## config.mk

```make
export PLATFORM = sky130hd
export DESIGN_NAME = stereo_sync_gen
export DESIGN_NICKNAME = d
export VERILOG_FILES = /design/src/inc/stereo_sync_pkg.sv /design/src/verilog/window_timer.sv /design/src/verilog/stereo_sync_gen.sv
export SDC_FILE = /design/constraint.sdc
export NUM_CORES = 1
export LEC_CHECK = 0
export BUFFER_PORTS_ARGS = -buffer_cell sky130_fd_sc_hd__buf_2
export CORE_MARGIN = 3
export CORE_UTILIZATION = 31
export CTS_CLUSTER_DIAMETER = 100
export DETAILED_ROUTE_END_ITERATION = 12
export PLACE_DENSITY = 0.53
export SLEW_MARGIN = 15
export SYNTH_ARGS = -nofsm -noshare
export SYNTH_HDL_FRONTEND = slang
export SYNTH_SLANG_ARGS = --single-unit
export TNS_END_PERCENT = 100
```

## constraint.sdc

```tcl
create_clock -name mclk_in -period 6.13 [get_ports mclk_in]
set_input_delay 1.5325 -clock mclk_in [delete_from_list [all_inputs] [get_ports mclk_in]]
set_output_delay 1.5325 -clock mclk_in [all_outputs]
set_load 0.01 [all_outputs]
```

## src/inc/stereo_sync_pkg.sv

```systemverilog
package stereo_sync_pkg;

   // ----------------------------------------------------------------
   // clock and counter sizing
   // ----------------------------------------------------------------
   localparam int CLK_MHZ = 200;
   localparam int CNT_W   = 20;

   // ----------------------------------------------------------------
   // timing figures in ns, as printed
   // ----------------------------------------------------------------
   localparam int BASE_NS      = 501000;   // strictly more than 500 us
   localparam int DELTA_NS     = 132000;   // nominal at 120 Hz input
   localparam int DELTA_MIN_NS = 128000;
   localparam int DELTA_MAX_NS = 163000;
   localparam int PULSE_NS     = 26000;    // nominal at 120 Hz input
   localparam int PULSE_MIN_NS = 20000;
   localparam int PULSE_MAX_NS = 32000;
   localparam int SHUT_ON_NS   = 2001000;  // strictly more than 2000 us

   // ----------------------------------------------------------------
   // cycle counts: least times round up, longest times round down
   // ----------------------------------------------------------------
   localparam logic [CNT_W-1:0] BASE_CYC_DEF      = CNT_W'((BASE_NS * CLK_MHZ + 999) / 1000);
   localparam logic [CNT_W-1:0] DELTA_CYC_DEF     = CNT_W'((DELTA_NS * CLK_MHZ) / 1000);
   localparam logic [CNT_W-1:0] DELTA_MIN_CYC_DEF = CNT_W'((DELTA_MIN_NS * CLK_MHZ + 999) / 1000);
   localparam logic [CNT_W-1:0] DELTA_MAX_CYC_DEF = CNT_W'((DELTA_MAX_NS * CLK_MHZ) / 1000);
   localparam logic [CNT_W-1:0] PULSE_CYC_DEF     = CNT_W'((PULSE_NS * CLK_MHZ) / 1000);
   localparam logic [CNT_W-1:0] PULSE_MIN_CYC_DEF = CNT_W'((PULSE_MIN_NS * CLK_MHZ + 999) / 1000);
   localparam logic [CNT_W-1:0] PULSE_MAX_CYC_DEF = CNT_W'((PULSE_MAX_NS * CLK_MHZ) / 1000);
   localparam logic [CNT_W-1:0] SHUT_ON_CYC_DEF   = CNT_W'((SHUT_ON_NS * CLK_MHZ + 999) / 1000);

   // ----------------------------------------------------------------
   // reset values and encodings
   // ----------------------------------------------------------------
   localparam logic EYE_RST = 1'b0;   // 0 = left eye phase, 1 = right eye phase

   typedef enum logic [1:0] {
      COLOR_RED   = 2'h0,
      COLOR_GREEN = 2'h1,
      COLOR_BLUE  = 2'h2
   } color_t;

   typedef enum logic [2:0] {
      ST_IDLE  = 3'h0,
      ST_DARK  = 3'h1,
      ST_PULSE = 3'h3,
      ST_GAP   = 3'h2,
      ST_OPEN  = 3'h6
   } sync_state_t;

endpackage

```

## src/verilog/window_timer.sv

```systemverilog
`timescale 1ns/100ps
module window_timer
   import stereo_sync_pkg::*;
#(
   parameter int W = CNT_W
) (
   input  wire logic         mclk_in,
   input  wire logic         rst_n_in,
   input  wire logic         ce_in,
   input  wire logic         start_in,
   input  wire logic [W-1:0] offset_in,
   input  wire logic [W-1:0] width_in,
   output logic              active_out,
   output logic              fire_out
);

   // ----------------------------------------------------------------
   // elapsed count since start, saturating
   // ----------------------------------------------------------------
   logic [W-1:0] count_ff;
   logic         run_ff;
   logic         active_ff;
   logic         fire_ff;
   logic [W:0]   win_end;
   wire          in_win;
   wire          at_off;
   wire          cnt_max;

   assign win_end = {1'b0, offset_in} + {1'b0, width_in};
   assign in_win  = run_ff && (count_ff >= offset_in) && ({1'b0, count_ff} < win_end);
   assign at_off  = run_ff && (count_ff == offset_in);
   assign cnt_max = &count_ff;

   always_ff @(posedge mclk_in) begin
      if (!rst_n_in) begin
         count_ff  <= '0;
         run_ff    <= 1'b0;
         active_ff <= 1'b0;
         fire_ff   <= 1'b0;
      end else if (ce_in) begin
         // a new start restarts the window even mid-pulse
         if (start_in) begin
            count_ff <= '0;
            run_ff   <= 1'b1;
         end else if (run_ff && !cnt_max) begin
            count_ff <= count_ff + 1'b1;
         end
         active_ff <= in_win && !start_in;
         fire_ff   <= at_off && !start_in;
      end
   end

   assign active_out = active_ff;
   assign fire_out   = fire_ff;

endmodule

```

## src/verilog/stereo_sync_gen.sv

```systemverilog
`timescale 1ns/100ps
//Function
// [RULE1] with stereo input active, align shutter switching with displayed mirror frames
// [RULE2] drive a dedicated sync output for a board infrared transmitter
// [RULE3] exactly one light pulse per frame, while both shutters are closed
// [RULE4] tell the illumination driver when to switch the source on for the pulse
// [RULE5] keep illumination off while both shutters closed, except during the pulse
// [RULE6] any pulse colour allowed; red preferred, blue avoided
// [RULE7] pulse lies after both shutters close and before next shutter opens
// [RULE8] pulse offset alternates between base (over 500 us) and base plus delta
// [RULE9] pulse width held between 20 and 32 us, nominal 26 us
// [RULE10] delta offset held between 128 and 163 us, nominal 132 us
// [RULE11] total offset always equals base plus delta
// [RULE12] eye flag toggles each frame, selects shutter phase and offset
module stereo_sync_gen
   import stereo_sync_pkg::*;
#(
   parameter logic [CNT_W-1:0] BASE_CYC      = BASE_CYC_DEF,
   parameter logic [CNT_W-1:0] DELTA_CYC     = DELTA_CYC_DEF,
   parameter logic [CNT_W-1:0] DELTA_MIN_CYC = DELTA_MIN_CYC_DEF,
   parameter logic [CNT_W-1:0] DELTA_MAX_CYC = DELTA_MAX_CYC_DEF,
   parameter logic [CNT_W-1:0] PULSE_CYC     = PULSE_CYC_DEF,
   parameter logic [CNT_W-1:0] PULSE_MIN_CYC = PULSE_MIN_CYC_DEF,
   parameter logic [CNT_W-1:0] PULSE_MAX_CYC = PULSE_MAX_CYC_DEF,
   parameter logic [CNT_W-1:0] SHUT_ON_CYC   = SHUT_ON_CYC_DEF
) (
   input  wire logic             mclk_in,
   input  wire logic             rst_n_in,
   input  wire logic             ce_in,
   input  wire logic             stereo_en_in,
   input  wire logic             frame_start_in,
   input  wire logic             video_illum_in,
   input  wire logic [CNT_W-1:0] pulse_width_in,
   input  wire logic [CNT_W-1:0] delta_in,
   input  wire logic [1:0]       pulse_color_in,
   output logic                  eye_sel_out,
   output logic                  left_shutter_out,
   output logic                  right_shutter_out,
   output logic                  ir_sync_out,
   output logic                  illum_on_out,
   output logic [1:0]            illum_color_out,
   output logic [CNT_W-1:0]      total_offset_out
);

   // ----------------------------------------------------------------
   // helpers
   // ----------------------------------------------------------------
   function automatic logic [CNT_W-1:0] clamp(input logic [CNT_W-1:0] v,
                                              input logic [CNT_W-1:0] lo,
                                              input logic [CNT_W-1:0] hi);
      logic [CNT_W-1:0] r;
      r = v;
      if (v < lo) begin
         r = lo;
      end else if (v > hi) begin
         r = hi;
      end
      return r;
   endfunction

   // ----------------------------------------------------------------
   // stereo enable comes from a pin: two flops before use
   // ----------------------------------------------------------------
   logic stereo_meta_ff;
   logic stereo_ff;

   always_ff @(posedge mclk_in) begin
      if (!rst_n_in) begin
         stereo_meta_ff <= 1'b0;
         stereo_ff      <= 1'b0;
      end else if (ce_in) begin
         stereo_meta_ff <= stereo_en_in;
         stereo_ff      <= stereo_meta_ff;
      end
   end

   // ----------------------------------------------------------------
   // timing selection
   // ----------------------------------------------------------------
   logic [CNT_W-1:0] pulse_req;
   logic [CNT_W-1:0] delta_req;
   logic [CNT_W-1:0] pulse_w;
   logic [CNT_W-1:0] delta_w;
   logic [CNT_W-1:0] total_off;
   logic [CNT_W-1:0] pulse_off;
   logic [CNT_W-1:0] one_cyc;
   logic             eye_ff;
   logic             nxt_eye;
   wire              frame_go;

   // zero on a config input means use the nominal figure
   assign pulse_req = (pulse_width_in == '0) ? PULSE_CYC : pulse_width_in;
   assign delta_req = (delta_in == '0) ? DELTA_CYC : delta_in;
   // [RULE9] clamp pulse width
   assign pulse_w   = clamp(pulse_req, PULSE_MIN_CYC, PULSE_MAX_CYC);
   // [RULE10] clamp delta offset
   assign delta_w   = clamp(delta_req, DELTA_MIN_CYC, DELTA_MAX_CYC);
   // [RULE11] total is base plus delta
   assign total_off = BASE_CYC + delta_w;
   // [RULE8] alternate base and base plus delta
   assign pulse_off = eye_ff ? total_off : BASE_CYC;
   assign one_cyc   = {{(CNT_W-1){1'b0}}, 1'b1};
   assign frame_go  = stereo_ff && frame_start_in;
   // [RULE12] eye flag toggles per frame
   assign nxt_eye   = frame_go ? !eye_ff : eye_ff;

   // ----------------------------------------------------------------
   // timers: one for the light pulse, one for the shutter opening
   // ----------------------------------------------------------------
   logic pulse_active;
   logic open_fire;

   // offsets are sampled with the eye flag already toggled: the timers see
   // the new phase one cycle after the frame start, before any compare hits
   window_timer #(
      .W          (CNT_W)
   ) u_pulse_timer (
      .mclk_in    (mclk_in),
      .rst_n_in   (rst_n_in),
      .ce_in      (ce_in),
      .start_in   (frame_go),
      .offset_in  (pulse_off),
      .width_in   (pulse_w),
      .active_out (pulse_active),
      .fire_out   ()
   );

   window_timer #(
      .W          (CNT_W)
   ) u_open_timer (
      .mclk_in    (mclk_in),
      .rst_n_in   (rst_n_in),
      .ce_in      (ce_in),
      .start_in   (frame_go),
      .offset_in  (SHUT_ON_CYC),
      .width_in   (one_cyc),
      .active_out (),
      .fire_out   (open_fire)
   );

   // ----------------------------------------------------------------
   // frame sequencer
   // ----------------------------------------------------------------
   sync_state_t state_ff;
   sync_state_t nxt_state;
   logic        pulse_done_ff;
   logic        nxt_pulse_done;

   always_comb begin
      nxt_state      = state_ff;
      nxt_pulse_done = pulse_done_ff;
      if (!stereo_ff) begin
         nxt_state = ST_IDLE;
      end else if (frame_start_in) begin
         // [RULE1] frame boundary closes both shutters
         nxt_state      = ST_DARK;
         nxt_pulse_done = 1'b0;
      end else begin
         unique case (state_ff)
            ST_IDLE: begin
               nxt_state = ST_IDLE;
            end
            ST_DARK: begin
               // [RULE3] only one pulse per frame
               if (pulse_active && !pulse_done_ff) begin
                  nxt_state = ST_PULSE;
               end
            end
            ST_PULSE: begin
               if (!pulse_active) begin
                  nxt_state      = ST_GAP;
                  nxt_pulse_done = 1'b1;
               end
            end
            ST_GAP: begin
               // [RULE7] shutter opens only after the pulse
               if (open_fire) begin
                  nxt_state = ST_OPEN;
               end
            end
            ST_OPEN: begin
               nxt_state = ST_OPEN;
            end
            default: begin
               nxt_state = ST_IDLE;
            end
         endcase
      end
   end

   // ----------------------------------------------------------------
   // output decode
   // ----------------------------------------------------------------
   logic       nxt_left;
   logic       nxt_right;
   logic       nxt_illum;
   logic [1:0] nxt_color;
   logic       closed;

   assign closed    = (nxt_state == ST_DARK) || (nxt_state == ST_PULSE) ||
                      (nxt_state == ST_GAP);
   // [RULE1] open shutter matches eye phase
   assign nxt_left  = (nxt_state == ST_OPEN) && !nxt_eye;
   assign nxt_right = (nxt_state == ST_OPEN) && nxt_eye;
   // [RULE5] dark while closed except during pulse
   assign nxt_illum = (nxt_state == ST_PULSE) ? 1'b1 :
                      closed ? 1'b0 : video_illum_in;
   // [RULE6] blue request is replaced by red
   assign nxt_color = (nxt_state != ST_PULSE) ? COLOR_RED :
                      (pulse_color_in == COLOR_BLUE) ? COLOR_RED :
                      (pulse_color_in == COLOR_GREEN) ? COLOR_GREEN : COLOR_RED;

   // ----------------------------------------------------------------
   // registers
   // ----------------------------------------------------------------
   logic             left_ff;
   logic             right_ff;
   logic             ir_ff;
   logic             illum_ff;
   logic [1:0]       color_ff;
   logic [CNT_W-1:0] total_ff;

   always_ff @(posedge mclk_in) begin
      if (!rst_n_in) begin
         state_ff      <= ST_IDLE;
         pulse_done_ff <= 1'b0;
         eye_ff        <= EYE_RST;
      end else if (ce_in) begin
         state_ff      <= nxt_state;
         pulse_done_ff <= nxt_pulse_done;
         eye_ff        <= nxt_eye;
      end
   end

   always_ff @(posedge mclk_in) begin
      if (!rst_n_in) begin
         left_ff  <= 1'b0;
         right_ff <= 1'b0;
         ir_ff    <= 1'b0;
         illum_ff <= 1'b0;
         color_ff <= COLOR_RED;
         total_ff <= '0;
      end else if (ce_in) begin
         left_ff  <= nxt_left;
         right_ff <= nxt_right;
         // [RULE2] infrared sync follows eye phase
         ir_ff    <= stereo_ff && nxt_eye;
         // [RULE4] illumination drive for the pulse
         illum_ff <= nxt_illum;
         color_ff <= nxt_color;
         total_ff <= total_off;
      end
   end

   assign eye_sel_out       = eye_ff;
   assign left_shutter_out  = left_ff;
   assign right_shutter_out = right_ff;
   assign ir_sync_out       = ir_ff;
   assign illum_on_out      = illum_ff;
   assign illum_color_out   = color_ff;
   assign total_offset_out  = total_ff;

endmodule

```

==> flow_summary.yaml, run 1 <==
setup_path:
  cp_data_required_time_ns: 6.41
  rr_worst_depth: 18
  critPathMaxFanout: 4
  crit_type: "primary input to flop"
  critical-path-max-stage-delay_ns: 0.37
  cp.buffers_inverters: 2
  start_kind: "primary input"
  end_kind: "flop"
  cp.arrival_ns: 6.23
  path_depth: 26
  crit_slowest_cell: "or3_4"
  critical-path-top-delay-family: "compound AO/OA/AOI/OAI gates"
layout:
  final_nets: 984
  fin_area_um2: 7418
  n_antenna_cell: 0
  syn_to_final_growth_pct: 28.36
  fin_cells: 1106
  drive_gt1_frac: 0.2440
route:
  drc_errors: 0
  drt_iter0_markers: 228
  totalWireLength_mm: 16.48
  wl_per_cell_um: 14.90
  viasPerCell: 5.124
  vias: 5667
  postRouteAntennaNets: 0
  drt-pass1-iter-count: 5
global_routing:
  grt_pass1_vias: 5302
  grt_pass1_wl_mm: 26.65
  antenna_found_initial: 0
  grt_max_degree: 43
  grt_overflow: 0
  grt_usage: 0.1607
power_and_ir_drop:
  worst_ir_drop_vdd_mv: 0.2001
  power_leakage_nw: 3.381
  seqPwrFrac: 0.418
  p_clk_frac: 0.459
  intPower_mw: 0.8775
  swShare: 0.2646
  switching_power_mw: 0.3158
  p_comb_frac: 0.123
  p_total_mw: 1.193
  power_density_nw_per_um2: 160.9
die:
  dieArea_um2: 20320
  start_util: 0.3185
  die_h_um: 142.5
  die_x_um: 142.5
  core_um2: 18150
  io_pins: 75
  rows: 49
synth:
  synth-edff-count: 0
  synthTopCellsByArea: "dfxtp_1, ha_1, nor2_1"
  syn_avg_cell_area_um2: 7.971
  yosys_warnings: 0
  netlist_area_um2: 5779
  synth_top_cell_area_share: 0.2598
  synth_common_cells: "nor2_1, dfxtp_1, ha_1, nand2_1, a21oi_1"
  yosysMostFrequentCell: "nor2_1"
  synth_seq_cells: 75
  ys_seq_area_frac: 0.2598
  synth.distinct_cells: 73
  synth-main-ff-cell: "dfxtp_1"
  synth_cells: 725
  yosys.area.top_type: "dfxtp_1"
  async_flop_share: 0
clocking:
  cts_buffers: 9
  root_buffer: "clkbuf_16"
  cts_tree: "yes"
  clk_pin_slew_ns: 0.07
  ctsLongestPathBuffers: 2
  cts.sinks: 75
  clock_latency_ns: 0.35
  cts-htree-levels: 3
worst_hold_path:
  hold_path_class: "flop to flop"
  whs_path_depth: 2
sta:
  hold_viol_final: 0
  worst_slack_ns: 0.1786
  fin_crit_ns: 5.951
  finalHoldWorstSlack_ns: 0.4505
  worstMarginPinSlew_ns: 0.7781
  fin_crit_sh: 0.9709
  finalSetupViolCount: 0
  slew_headroom: 0.4780
  final_max_slew_viol_count: 0
  fmax_mhz: 168.0
  skew_ns: 0.01087
run_status:
  status: "complete, no violations"
place:
  postPlaceCellArea_um2: 6970
  dp.cells: 1088
  gp_congestion: 0.8537
  portBuffers: 73
  pre_cts_ws_ns: -0.3861
  hpwl_mm: 12.67
job:
  cap_violations: 0
-- what timing repair did --
item	4_1_cts	5_1_grt
hold buffers	0	0
hold endpoints to repair	0	0
gates cloned	0	0
pin swaps	0	19
setup buffers	0	2
resized for setup	1	26
endpoints found under the setup margin	1	1
-- power groups by stage --
| stage | registers, mW | logic, mW | clock network, mW |
|---|---|---|---|
| after floorplan | 0.511 | 0.0749 | 0 |
| after global placement | 0.510 | 0.140 | 0 |
| after detailed placement | 0.510 | 0.140 | 0 |
| after CTS | 0.499 | 0.141 | 0.554 |
| after global routing | 0.499 | 0.165 | 0.575 |
| final | 0.499 | 0.147 | 0.547 |
-- per-layer routing --
| metal | part of all wire | vias up | GRT usage |
|---|---|---|---|
| met5 | 0 | - | 0 |
| met4 | 0.012 | 0 | 0.04652 |
| met3 | 0.038 | 15 | 0.02251 |
| met2 | 0.45 | 108 | 0.2480 |
| met1 | 0.50 | 2642 | 0.2328 |
| li1 | - | 2902 | - |
-- registers in the layout, indices dropped and copies added (netlist names), 3 cells and up --
signal / count
u_pulse_timer.count_ff: 20
state_ff: 3
total_offset_out: 20
u_open_timer.count_ff: 20
-- cell usage in the layout, fill, tap and decap left out, types with 10 or more instances in the layout --
cell type  synthesis  final
nor2_1            84     82
dfxtp_1           75     75
buf_4              1     75
buf_2              4     73
nand2_1           62     61
ha_1              63     59
a21oi_1           46     42
xor2_1            36     36
nand3_1           28     28
inv_1             27     27
o21ai_0           23     22
and2_1            22     21
xnor2_1           21     21
a21o_1            19     19
nand4_1           16     16
and3_1            15     15
nor3_1            13     13
conb_1             2     12
nor4_1            13     10
-- logic make-up (layout without fill, tap and decap cells) --
logic type / count (synthesis) / count (layout) / share of synthesized area
xor gates and xnor gates: 57 / 57 / 0.08638
AOI/OAI and AO/OA: 173 / 173 / 0.2074
other: 2 / 12 / 0.001299
buffers and inverters: 51 / 193 / 0.03594
DFF: 75 / 75 / 0.2598
adders and majority gates: 64 / 64 / 0.1399
muxes: 6 / 6 / 0.01039
and+or+nand+nor: 297 / 297 / 0.2589
-- stage by stage --
step,setup TNS [ns],util
floorplan,0,-
global placement,-0.3628,0.3841
detailed placement,-0.3861,0.3841
CTS,0,0.4011
global route,-0.07602,0.4088
finish,0,0.4088
-- cell type report --
class,instances,area (um2)
Clock buffer,9,225.2
Clock inverter,7,76.32
Fill cell,1868,10730
Inverter,29,108.9
Multi-Input combinational cell,609,4292
Sequential cell,75,1501
Tap cell,229,286.5
Timing Repair Buffer,148,928.4
-- worst paths after layout --
check                                                       from                               endpoint  slack, ns
worst max-delay path                                 delta_in[1]  u_pulse_timer.active_out$_SDFFE_PN0P_       0.18
worst min-delay path            total_offset_out[0]$_SDFFE_PN0P_       total_offset_out[0]$_SDFFE_PN0P_       0.45
worst max register to register          eye_sel_out$_SDFFE_PN0P_  u_pulse_timer.active_out$_SDFFE_PN0P_       2.05
worst min register to register  total_offset_out[0]$_SDFFE_PN0P_       total_offset_out[0]$_SDFFE_PN0P_       0.45
-- tightest hold or removal path: cells and delay by family (launching register included) --
kind	cells	cell delay, ns
AO/OA/AOI/OAI	1	0.05
flip-flops	1	0.31
AND/OR/NAND/NOR	1	0.05
Note: power is estimated with default switching activity, not from simulation.
==> run 2: changes to the inputs <==
--- a/config.mk
+++ b/config.mk
@@ -6,13 +6,14 @@
 export NUM_CORES = 1
 export LEC_CHECK = 0
 export BUFFER_PORTS_ARGS = -buffer_cell sky130_fd_sc_hd__buf_2
-export CORE_MARGIN = 3
+export CORE_MARGIN = 1
 export CORE_UTILIZATION = 31
 export CTS_CLUSTER_DIAMETER = 100
 export DETAILED_ROUTE_END_ITERATION = 12
-export PLACE_DENSITY = 0.53
+export PLACE_DENSITY = 0.52
 export SLEW_MARGIN = 15
 export SYNTH_ARGS = -nofsm -noshare
 export SYNTH_HDL_FRONTEND = slang
+export SYNTH_HIERARCHICAL = 1
 export SYNTH_SLANG_ARGS = --single-unit
 export TNS_END_PERCENT = 100
==> constraint.sdc (replaced) <==
create_clock -name mclk_in -period 6.13 [get_ports mclk_in]
set_input_delay 1.5325 -clock mclk_in [delete_from_list [all_inputs] [get_ports mclk_in]]
set_output_delay 1.5325 -clock mclk_in [all_outputs]
set_load 0.05 [all_outputs]
==> run 2 against run 1 <==
The flow now finishes with violations (setup timing); clock skew down 0.0017 ns; combinational power up 41%; sequential share of layout area down 2.2 points; synthesized area up 13%; core utilization up 0.49 points; clock power up 0.9%; critical endpoint is now u_pulse_timer/active_out$_SDFFE_PN0P_; highest routed layer unchanged.
==> flow_summary.yaml, run 2 <==
run_status:
  status: "finished, violations left"
  violations: "setup timing"
clocking:
  clock_latency_ns: 0.35
  ctsLongestPathBuffers: 2
  cts_buffers: 9
  root_buffer: "clkbuf_16"
  cts.sinks: 76
  cts-htree-levels: 3
  cts_tree: "yes"
  clk_pin_slew_ns: 0.06
  cts_hold_buffers: 0
route:
  drt-pass1-iter-count: 4
  drt_iter0_markers: 249
  postRouteAntennaNets: 0
  wl_per_cell_um: 14.07
  totalWireLength_mm: 17.96
  drc_errors: 0
  viasPerCell: 4.904
  vias: 6258
sta:
  fin_crit_sh: 1.031
  fmax_mhz: 158.2
  finalSetupViolCount: 1
  slew_headroom: 0.4524
  worst_slack_ns: -0.1896
  rsz0062_at_grt: "true"
  finalHoldWorstSlack_ns: 0.4580
  fin_crit_ns: 6.320
  final_max_slew_viol_count: 0
  worstMarginPinSlew_ns: 0.8202
  hold_viol_final: 0
  tns_ns: -0.1896
  skew_ns: 0.009213
global_routing:
  grt_max_degree: 63
  grt_usage: 0.1695
  grt_overflow: 0
  antenna_found_initial: 0
  grt_pass1_vias: 5994
  grt_pass1_wl_mm: 29.46
setup_path:
  critPathMaxFanout: 3
  cp_data_required_time_ns: 6.41
  crit_type: "primary input to flop"
  end_kind: "flop"
  start_kind: "primary input"
  cp.arrival_ns: 6.60
layout:
  n_antenna_cell: 0
  fin_area_um2: 8451
  nFillCells: 2134
  final_cell_mix: "buf_4, ha_1, dfxtp_1"
  fin_cells: 1276
  final_nets: 1132
  syn_to_final_growth_pct: 29.26
  multi_input_area_um2: 4928
  drive_gt1_frac: 0.2386
  post-route-util: 0.4136
  final_common_cell: "buf_4"
  regArea_um2: 1521
worst_hold_path:
  hold_path_class: "flop to flop"
synth:
  yosys_warnings: 6
  syn_avg_cell_area_um2: 8.091
  netlist_area_um2: 6538
  synth_cells: 808
place:
  pre_cts_ws_ns: -0.6296
  portBuffers: 73
  postPlaceCellArea_um2: 8014
  hpwl_mm: 14.06
  gp_congestion: 0.9321
  dp.cells: 1256
die:
  io_pins: 75
  die_x_um: 147.2
  die_h_um: 147.2
  rows: 52
  dieArea_um2: 21670
  core_um2: 20430
  start_util: 0.3200
power_and_ir_drop:
  p_total_mw: 1.266
  worst_ir_drop_vdd_mv: 0.1201
  power_density_nw_per_um2: 149.8
  power_leakage_nw: 4.001
job:
  cap_violations: 0
-- run 2: changes by cell type in the layout (fill, tap and decap cells not counted), moves of 11 or more --
cell     before  now
buf_4        75   99
ha_1         59   79
inv_1        27   58
conb_1       12   32
nor2b_1       4   18
xnor2_1      21   10
-- run 2: where the power goes --
| part | switching (mW) | leakage [nW] | internal, mW | total [mW] |
|---|---|---|---|---|
| Clock | 0.226 | 0.153 | 0.327 | 0.552 |
| Sequential | 0.00500 | 0.616 | 0.502 | 0.507 |
| Combinational | 0.125 | 3.23 | 0.0818 | 0.207 |
-- run 2: layout make-up --
cell class | instances | area share
Multi-Input combinational cell | 681 | 0.5832
Sequential cell | 76 | 0.1800
Timing Repair Buffer | 174 | 0.1349
Tap cell | 270 | 0.03998
Clock buffer | 10 | 0.02828
Inverter | 59 | 0.02621
Clock inverter | 6 | 0.007403
-- run 2: path summary, 6_finish.rpt --
path	startpoint	to	slack, ns	cells after the start
hold / removal	total_offset_out[19]$_SDFFE_PN0P_	total_offset_out[19]$_SDFFE_PN0P_	0.46	1
hold reg to reg	total_offset_out[19]$_SDFFE_PN0P_	total_offset_out[19]$_SDFFE_PN0P_	0.46	1
setup / recovery	delta_in[16]	u_pulse_timer/active_out$_SDFFE_PN0P_	-0.19	26
setup reg to reg	eye_sel_out$_SDFFE_PN0P_	u_pulse_timer/active_out$_SDFFE_PN0P_	1.90	19
-- run 2: layer usage --
metal / track usage / up-vias / wire [um]
met4: 0.04536 / 0 / 202
met1: 0.2264 / 2871 / 8736
met3: 0.02826 / 15 / 592
met5: 0 / - / 0
li1: - / 3281 / -
met2: 0.2807 / 91 / 8426
-- run 2: repair_timing --
action / in CTS / in global routing
buffers inserted: 0 / 4
pin swaps: 0 / 16
resized for setup: 2 / 17
endpoints found under the setup margin: 1 / 1
-- run 2: worst max-delay path, stage by stage --
cell and delay [ns]:
buf_2 0.09, or4_4 0.52, buf_6 0.15, nor4_4 0.31, a22oi_4 0.08, and2_4 0.19
o21a_1 0.19, ha_4 0.17, o31a_1 0.26, nor2_2 0.15, xnor2_2 0.15, nand3_2 0.14
ha_4 0.33, nand2_1 0.06, or3_1 0.32, or3_1 0.33, o211ai_2 0.19, a31oi_1 0.12
xor2_1 0.15, ha_1 0.33, a21o_1 0.18, a21oi_2 0.13, o221ai_1 0.11, and2_1 0.16
a2bb2oi_2 0.15, o22ai_1 0.09
